## config.mk

```make
export PLATFORM = sky130hd
export DESIGN_NAME = dram_ctrl
export DESIGN_NICKNAME = d
export VERILOG_FILES = /design/src/rtl/dram_ctrl_pkg.sv /design/src/rtl/dram_ctrl.sv
export SDC_FILE = /design/constraint.sdc
export NUM_CORES = 1
export LEC_CHECK = 0
export BUFFER_PORTS_ARGS = -buffer_cell sky130_fd_sc_hd__buf_2
export CAP_MARGIN = 10
export CORE_UTILIZATION = 45
export CTS_BUF_LIST = sky130_fd_sc_hd__clkbuf_16
export CTS_CLUSTER_SIZE = 24
export DETAILED_ROUTE_END_ITERATION = 10
export PLACE_DENSITY = 0.65
export RECOVER_POWER = 25
export SLEW_MARGIN = 20
export SYNTH_ARGS = -nofsm -noshare
export SYNTH_HDL_FRONTEND = slang
export SYNTH_SLANG_ARGS = --single-unit
```

## constraint.sdc

```tcl
create_clock -name sys_clk -period 3.15 [get_ports sys_clk]
set_input_delay 0.1575 -clock sys_clk [delete_from_list [all_inputs] [get_ports sys_clk]]
set_output_delay 0.1575 -clock sys_clk [all_outputs]
set_load 0.05 [all_outputs]
```

## src/rtl/dram_ctrl_pkg.sv

```systemverilog
package dram_ctrl_pkg;
  localparam int ClkPeriodNs = 100;
  localparam int AddrWidth = 12;
  localparam int HalfWidth = 6;
  localparam int RowCount = 64;
  // Slower grade figures, ns
  localparam int TCycleNs = 500;
  localparam int TRowAccessNs = 350;
  localparam int TRowPrechNs = 150;
  localparam int TRowWidthNs = 350;
  localparam int TRowMaxNs = 10000;
  localparam int TLeadMinNs = 100;
  localparam int TLeadMaxNs = 150;
  localparam int TColWidthNs = 200;
  localparam int TWriteNs = 150;
  localparam int TOffNs = 100;
  localparam int TRefreshNs = 2000000;
  // Cycle counts: minimum times round up, maximum times round down
  localparam int RowPrechCyc = (TRowPrechNs + ClkPeriodNs - 1) / ClkPeriodNs;
  localparam int LeadCyc = (TLeadMinNs + ClkPeriodNs - 1) / ClkPeriodNs;
  localparam int ColWidthCyc = (TColWidthNs + ClkPeriodNs - 1) / ClkPeriodNs;
  localparam int WriteCyc = (TWriteNs + ClkPeriodNs - 1) / ClkPeriodNs;
  localparam int AccessCyc = (TRowAccessNs + ClkPeriodNs - 1) / ClkPeriodNs;
  localparam int OffCyc = (TOffNs + ClkPeriodNs - 1) / ClkPeriodNs;
  localparam int CycleCyc = (TCycleNs + ClkPeriodNs - 1) / ClkPeriodNs;
  localparam int RowMaxCyc = TRowMaxNs / ClkPeriodNs;
  localparam int RefreshCyc = TRefreshNs / ClkPeriodNs;
  // Refresh spacing: 64 rows spread over the period with margin
  localparam int RefreshGapDefault = RefreshCyc / RowCount / 2;
endpackage

```

## src/rtl/dram_ctrl.sv

```systemverilog
`timescale 1ns/10ps
module dram_ctrl
  import dram_ctrl_pkg::*;
#(
  parameter int RefreshGap = RefreshGapDefault,
  parameter int CntWidth = 16
) (
  // Clock and reset
  input wire logic sys_clk,
  input wire logic rst,
  input wire logic clkEn,
  // User request
  input wire logic reqValid,
  output logic reqReady,
  input wire logic reqWrite,
  input wire logic [AddrWidth-1:0] reqAddr,
  input wire logic reqData,
  output logic rdValid,
  output logic rdData,
  // Memory pins
  output logic rowStrobe,
  output logic colStrobeN,
  output logic writeN,
  output logic chipSelN,
  output logic [HalfWidth-1:0] memAddr,
  output logic memDin,
  input wire logic memDout,
  input wire logic memDoutOe
);
  typedef enum logic [2:0] {
    ST_IDLE, ST_ROW, ST_COL, ST_HOLD, ST_PRECH
  } state_t;

  localparam logic [CntWidth-1:0] RowPrechC = CntWidth'(RowPrechCyc);
  localparam logic [CntWidth-1:0] LeadC = CntWidth'(LeadCyc);
  localparam logic [CntWidth-1:0] ColC = CntWidth'(ColWidthCyc);
  localparam logic [CntWidth-1:0] AccC = CntWidth'(AccessCyc);
  localparam logic [CntWidth-1:0] GapC = CntWidth'(RefreshGap);
  localparam logic [CntWidth-1:0] OffC = CntWidth'(OffCyc);
  localparam logic [CntWidth-1:0] CycC = CntWidth'(CycleCyc);

  state_t state_reg, state_next;
  logic [CntWidth-1:0] cnt_reg, cnt_next;
  logic [CntWidth-1:0] refCnt_reg, refCnt_next;
  logic [HalfWidth-1:0] refRow_reg, refRow_next;
  logic [AddrWidth-1:0] addr_reg, addr_next;
  logic wr_reg, wr_next, din_reg, din_next;
  logic refr_reg, refr_next, dummy_reg, dummy_next;
  logic rdValid_reg, rdValid_next, rdData_reg, rdData_next;
  logic [CntWidth-1:0] rowCnt_reg, rowCnt_next;
  logic [CntWidth-1:0] sinceRise_reg, sinceRise_next;

  // Cycle sequencer next state
  always_comb begin
    state_next = state_reg;
    cnt_next = cnt_reg;
    refCnt_next = (refCnt_reg == GapC) ? refCnt_reg : refCnt_reg + 1'b1;
    refRow_next = refRow_reg;
    addr_next = addr_reg;
    wr_next = wr_reg;
    din_next = din_reg;
    refr_next = refr_reg;
    dummy_next = dummy_reg;
    rdValid_next = 1'b0;
    rdData_next = rdData_reg;
    unique case (state_reg)
      ST_IDLE: begin
        if (refCnt_reg == GapC) begin
          // Refresh has priority; row-only cycle
          refr_next = 1'b1;
          addr_next = {refRow_reg, {HalfWidth{1'b0}}};
          refRow_next = refRow_reg + 1'b1;
          refCnt_next = '0;
          state_next = ST_ROW;
          cnt_next = '0;
        end else if (reqValid) begin
          refr_next = 1'b0;
          addr_next = reqAddr; // Whole 12-bit word address
          wr_next = reqWrite & ~dummy_reg;
          din_next = reqData;
          state_next = ST_ROW;
          cnt_next = '0;
        end
      end
      ST_ROW: begin
        cnt_next = cnt_reg + 1'b1;
        if (cnt_reg + 1'b1 >= LeadC) begin // Column lead window
          state_next = refr_reg ? ST_HOLD : ST_COL;
          cnt_next = refr_reg ? cnt_reg + 1'b1 : '0;
        end
      end
      ST_COL: begin
        cnt_next = cnt_reg + 1'b1;
        // Column width and access time both met
        if (cnt_reg + 1'b1 >= ColC && cnt_reg + 1'b1 + LeadC >= AccC) begin
          if (!wr_reg && !dummy_reg) begin
            rdValid_next = 1'b1;
            rdData_next = memDout & memDoutOe; // Open pin reads 0
          end
          dummy_next = 1'b0; // Dummy cycle done
          state_next = ST_PRECH;
          cnt_next = '0;
        end
      end
      ST_HOLD: begin
        // Row-only refresh keeps row strobe up for minimum width
        cnt_next = cnt_reg + 1'b1;
        if (cnt_reg + 1'b1 >= AccC) begin
          state_next = ST_PRECH;
          cnt_next = '0;
        end
      end
      ST_PRECH: begin
        // Row precharge and float time before next cycle
        // Precharge ends once RowPrechC and OffC are both met
        cnt_next = cnt_reg + 1'b1;
        if (cnt_reg + 1'b1 >= RowPrechC && cnt_reg + 1'b1 >= OffC) begin
          state_next = ST_IDLE;
          cnt_next = '0;
        end
      end
      default: state_next = ST_IDLE;
    endcase
  end

  // Sequencer registers
  always_ff @(posedge sys_clk) begin
    if (rst) begin
      state_reg <= ST_IDLE;
      cnt_reg <= '0;
      refCnt_reg <= '0;
      refRow_reg <= '0;
      addr_reg <= '0;
      wr_reg <= 1'b0;
      din_reg <= 1'b0;
      refr_reg <= 1'b0;
      dummy_reg <= 1'b1; // First cycle uses both strobes
      rdValid_reg <= 1'b0;
      rdData_reg <= 1'b0;
    end else if (clkEn) begin
      state_reg <= state_next;
      cnt_reg <= cnt_next;
      refCnt_reg <= refCnt_next;
      refRow_reg <= refRow_next;
      addr_reg <= addr_next;
      wr_reg <= wr_next;
      din_reg <= din_next;
      refr_reg <= refr_next;
      dummy_reg <= dummy_next;
      rdValid_reg <= rdValid_next;
      rdData_reg <= rdData_next;
    end
  end

  // Pin drive: row half while row strobe rises, column half after
  always_comb begin
    rowStrobe = (state_reg == ST_ROW) || (state_reg == ST_COL) ||
                (state_reg == ST_HOLD);
    colStrobeN = (state_reg != ST_COL);
    // Write low for the whole column strobe
    writeN = !((state_reg == ST_COL) && wr_reg);
    chipSelN = refr_reg; // Deselect in refresh
    memAddr = (state_reg == ST_COL) ? addr_reg[HalfWidth-1:0]
                                    : addr_reg[AddrWidth-1:HalfWidth];
    memDin = din_reg;
    reqReady = (state_reg == ST_IDLE) && (refCnt_reg != GapC);
    rdValid = rdValid_reg;
    rdData = rdData_reg;
  end

  // Row strobe width and spacing counters for assertions
  always_comb begin
    rowCnt_next = rowStrobe ? rowCnt_reg + 1'b1 : '0;
    if (rowStrobe && rowCnt_reg == '0) begin
      sinceRise_next = CntWidth'(1); // First cycle of a new strobe
    end else if (sinceRise_reg >= CycC) begin
      sinceRise_next = sinceRise_reg; // Saturate once the gap is long enough
    end else begin
      sinceRise_next = sinceRise_reg + 1'b1;
    end
  end

  // Monitor registers
  always_ff @(posedge sys_clk) begin
    if (rst) begin
      rowCnt_reg <= '0;
      sinceRise_reg <= CycC;
    end else if (clkEn) begin
      rowCnt_reg <= rowCnt_next;
      sinceRise_reg <= sinceRise_next;
    end
  end

  rowMax_a: assert property (@(posedge sys_clk) disable iff (rst)
    rowCnt_reg <= CntWidth'(RowMaxCyc))
    else $error("row strobe held too long");
  rowMin_a: assert property (@(posedge sys_clk) disable iff (rst)
    clkEn && $fell(rowStrobe) |-> $past(rowCnt_reg) + 1 >= AccC)
    else $error("row strobe too short");
  prech_a: assert property (@(posedge sys_clk) disable iff (rst)
    $fell(rowStrobe) |=> !rowStrobe)
    else $error("row precharge too short");
  colLead_a: assert property (@(posedge sys_clk) disable iff (rst)
    $fell(colStrobeN) |-> $past(rowStrobe) && rowStrobe)
    else $error("column strobe without row lead");
  colWidth_a: assert property (@(posedge sys_clk) disable iff(rst)
    clkEn && $fell(colStrobeN) ##1 clkEn |-> !colStrobeN)
    else $error("column strobe too short");
  wrInCol_a: assert property (@(posedge sys_clk) disable iff (rst)
    !writeN |-> !colStrobeN && rowStrobe)
    else $error("write outside column strobe");
  refSel_a: assert property (@(posedge sys_clk) disable iff (rst)
    rowStrobe && colStrobeN && state_reg == ST_HOLD |-> chipSelN)
    else $error("refresh with chip selected");
  rdPulse_a: assert property (@(posedge sys_clk) disable iff (rst)
    rdValid && clkEn |=> !rdValid)
    else $error("read valid longer than one cycle");
  cycTime_a: assert property (@(posedge sys_clk) disable iff (rst)
    rowStrobe && rowCnt_reg == '0 |-> sinceRise_reg >= CycC)
    else $error("memory cycles too close together");
  wrLead_a: assert property (@(posedge sys_clk) disable iff (rst)
    $rose(colStrobeN) && !$past(writeN) |-> !$past(writeN, WriteCyc))
    else $error("write command too late before column end");
endmodule

```

==> results.ini <==
[detailed_routing]
first_pass_iters = 5
drc = 0
antenna_left = 0
drt-wirelength-per-cell_um = 16.3
viasPerCell = 5.83
dr.first_iter.drc_count = 223
wl_um = 11200
num_vias = 3991

[pwr]
vdd_drop_max_mv = 0.458
switching_share = 0.273
clkPwrFrac = 0.470
intPower_mw = 1.58
p_sw_uw = 593
power_density_mw_per_mm2 = 426
combPwrFrac = 0.165
leakagePower_nw = 2.00
power_frac_seq = 0.364

[critical_path]
worstPathArrival_ns = 3.32
cp_max_fo = 3
rr_worst_depth = 10
worstSetupPathType = flip-flop to flip-flop
worst_ep_required_time_ns = 3.40
r2r-start = cnt_reg[1]
end_kind = flip-flop
reg2reg_to = rdData
r2r_slack_ns = 0.08
start_kind = flip-flop

[final_layout]
fin_area_mm2 = 0.00510
num-fill-cells = 749
final_common_cell = buf_4
fin_util = 0.609
syn2layout_area_growth_pct = 28.7
diodes = 0
nets = 603
final_cell_mix = 59 x buf_4, 56 x dfxtp_1, 54 x nand2_1, 53 x nor2_1, 25 x nand3_1
drive_gt1_frac = 0.283

[status]
status = finished, final reports clean

[floorplan]
die-area_mm2 = 0.00920
die_width_um = 95.9
core_area_mm2 = 0.00838
die_h_um = 95.9
row_count = 33
io-pin-count = 34
start_util = 0.473

[hold_path]
hp-start = reqAddr[4]
hold_path_end = addr_reg[4]
holdCritPathClass = primary input to flip-flop
whs_path_depth = 3

[clock_network]
cts_sinks = 59
cts_buffer_depth = 2
cts_made_buffers = 9
clk_latency_ns = 0.32
cts_tree = yes
htreeDepth = 3
clkSlewWorstSetupHoldPaths_ns = 0.05
ctsRootBufferMaster = clkbuf_16

[timing]
maxSlewHeadroom = 0.421
clock.fmax_ghz = 0.325
hold_violations = 0
worst_pin_slew_ns = 0.865
fin_tns_setup_ns = 0
skew_ns = 0.00671
setup_viol = 0
rsz0062_at_grt = yes
layout_min_cycle_time_ns = 3.07
slew_violations = 0
post-route-period-util = 0.975

[placement]
place_hpwl_um = 8100
placed_area_mm2 = 0.00452
port_buffers = 33
routabilityCongestion = 0.918

[global_route]
grt_util_all_layers = 0.256
grt_max_degree = 32
gr-total-overflow = 0
grt_first_pass_wirelength_um = 18300
grt_pass1_vias = 3855
antenna_found_initial = 0

[synthesis]
syn_nets = 532
synth-edff-count = 0
yosys_most_used_dff = dfxtp_1
synth_cell_types = 70
ys_seq_elements = 59
syn-cell-area_mm2 = 0.00397
synth_cells = 504
syn_avg_cell_area_um2 = 7.87
ys_warn_count = 0
async_flop_share = 0
ys_seq_area_frac = 0.298

[run]
cap_violations = 0

==> metal layers <==
metal | part of all wire | vias up | global-route usage
met3 | 0.056 | 27 | 0.0577
met1 | 0.46 | 1851 | 0.339
met4 | 0.024 | 0 | 0.0821
met2 | 0.46 | 131 | 0.414
li1 | - | 1982 | -
met5 | 0 | - | 0
==> layout make-up <==
class,count,area [um2],share of cell area
Clock buffer,9,225,0.0441
Clock inverter,7,93.8,0.0184
Inverter,14,56.3,0.0110
Multi-Input combinational cell,392,2740,0.537
Sequential cell,59,1190,0.233
Tap cell,105,131,0.0257
Timing Repair Buffer,99,668,0.131
==> per-stage QoR <==
step                hold slack, ns  std cells  setup slack, ns  power [mW]
floorplan                    0.305        504           0.0181        1.05
global placement             0.392        659           0.0594        1.13
CTS                         0.0692        676           0.0155        2.17
finish                      0.0781        685           0.0778        2.18
detailed placement           0.406        659          -0.0810        1.14
global route                0.0845        685          -0.0252        2.27
==> power groups by stage <==
stage	Combinational, mW	Sequential [mW]	Clock (mW)
detailed placement	0.330	0.808	0
CTS	0.337	0.792	1.04
global placement	0.327	0.806	0
global route	0.394	0.796	1.08
floorplan	0.253	0.800	0
finish	0.360	0.793	1.02
==> cell usage after synthesis, types with 4 or more instances <==
library cell	instances	area share
or2_2	4	0.0063
o211ai_1	4	0.0076
xor2_1	19	0.042
inv_1	13	0.012
mux2_2	9	0.026
nand3_1	25	0.032
nor3_1	17	0.021
a31oi_1	6	0.0095
o21ai_0	11	0.014
mux2i_1	7	0.018
clkbuf_1	33	0.031
xnor2_1	17	0.038
nor4b_1	4	0.0088
nand4_1	9	0.014
or3_1	5	0.0079
nor4_1	9	0.014
nand2_1	56	0.053
nand2b_1	4	0.0063
a211oi_1	5	0.0095
nand4b_1	4	0.0088
nor2_1	53	0.050
a32o_1	5	0.013
a311oi_1	7	0.015
a22o_1	4	0.0088
ha_1	8	0.025
dfxtp_1	59	0.30
a22oi_1	7	0.013
o22ai_1	4	0.0063
and2_1	4	0.0063
o21ai_1	4	0.0050
a21oi_1	16	0.020
and3_1	11	0.017
==> cell families after synthesis <==
logic type | synth area share
simple gates | 0.307
compound gates | 0.190
flops | 0.298
buf+inv | 0.0574
xor+xnor | 0.0795
mux | 0.0432
fa+ha+maj | 0.0252
==> how the worst max path moves through the flow <==
stage                  end        from
2_1_floorplan       rdData  cnt_reg[0]
3_3_place_gp   cnt_reg[14]  cnt_reg[2]
3_5_place_dp    cnt_reg[9]  cnt_reg[1]
4_1_cts         cnt_reg[9]  cnt_reg[2]
5_1_grt             rdData  cnt_reg[1]
6_report            rdData  cnt_reg[1]
==> timing repair <==
action / in CTS / in global routing
hold buffers: 0 / 0
resized for setup: 3 / 43
gates cloned: 0 / 1
pin swaps: 0 / 12
setup endpoints to repair: 13 / 21
setup buffers: 1 / 8
==> critical path, stage by stage, from the launching register on <==
cell and delay (ns):
dfxtp_4 0.35, ha_4 0.16, and2_1 0.17, or4_4 0.52
a31oi_2 0.18, nor4b_2 0.24, mux2_2 0.41, or3_1 0.40
o2111ai_1 0.22, or3_1 0.18, mux2i_1 0.19
No activity file was read; power rests on OpenSTA's default activity.
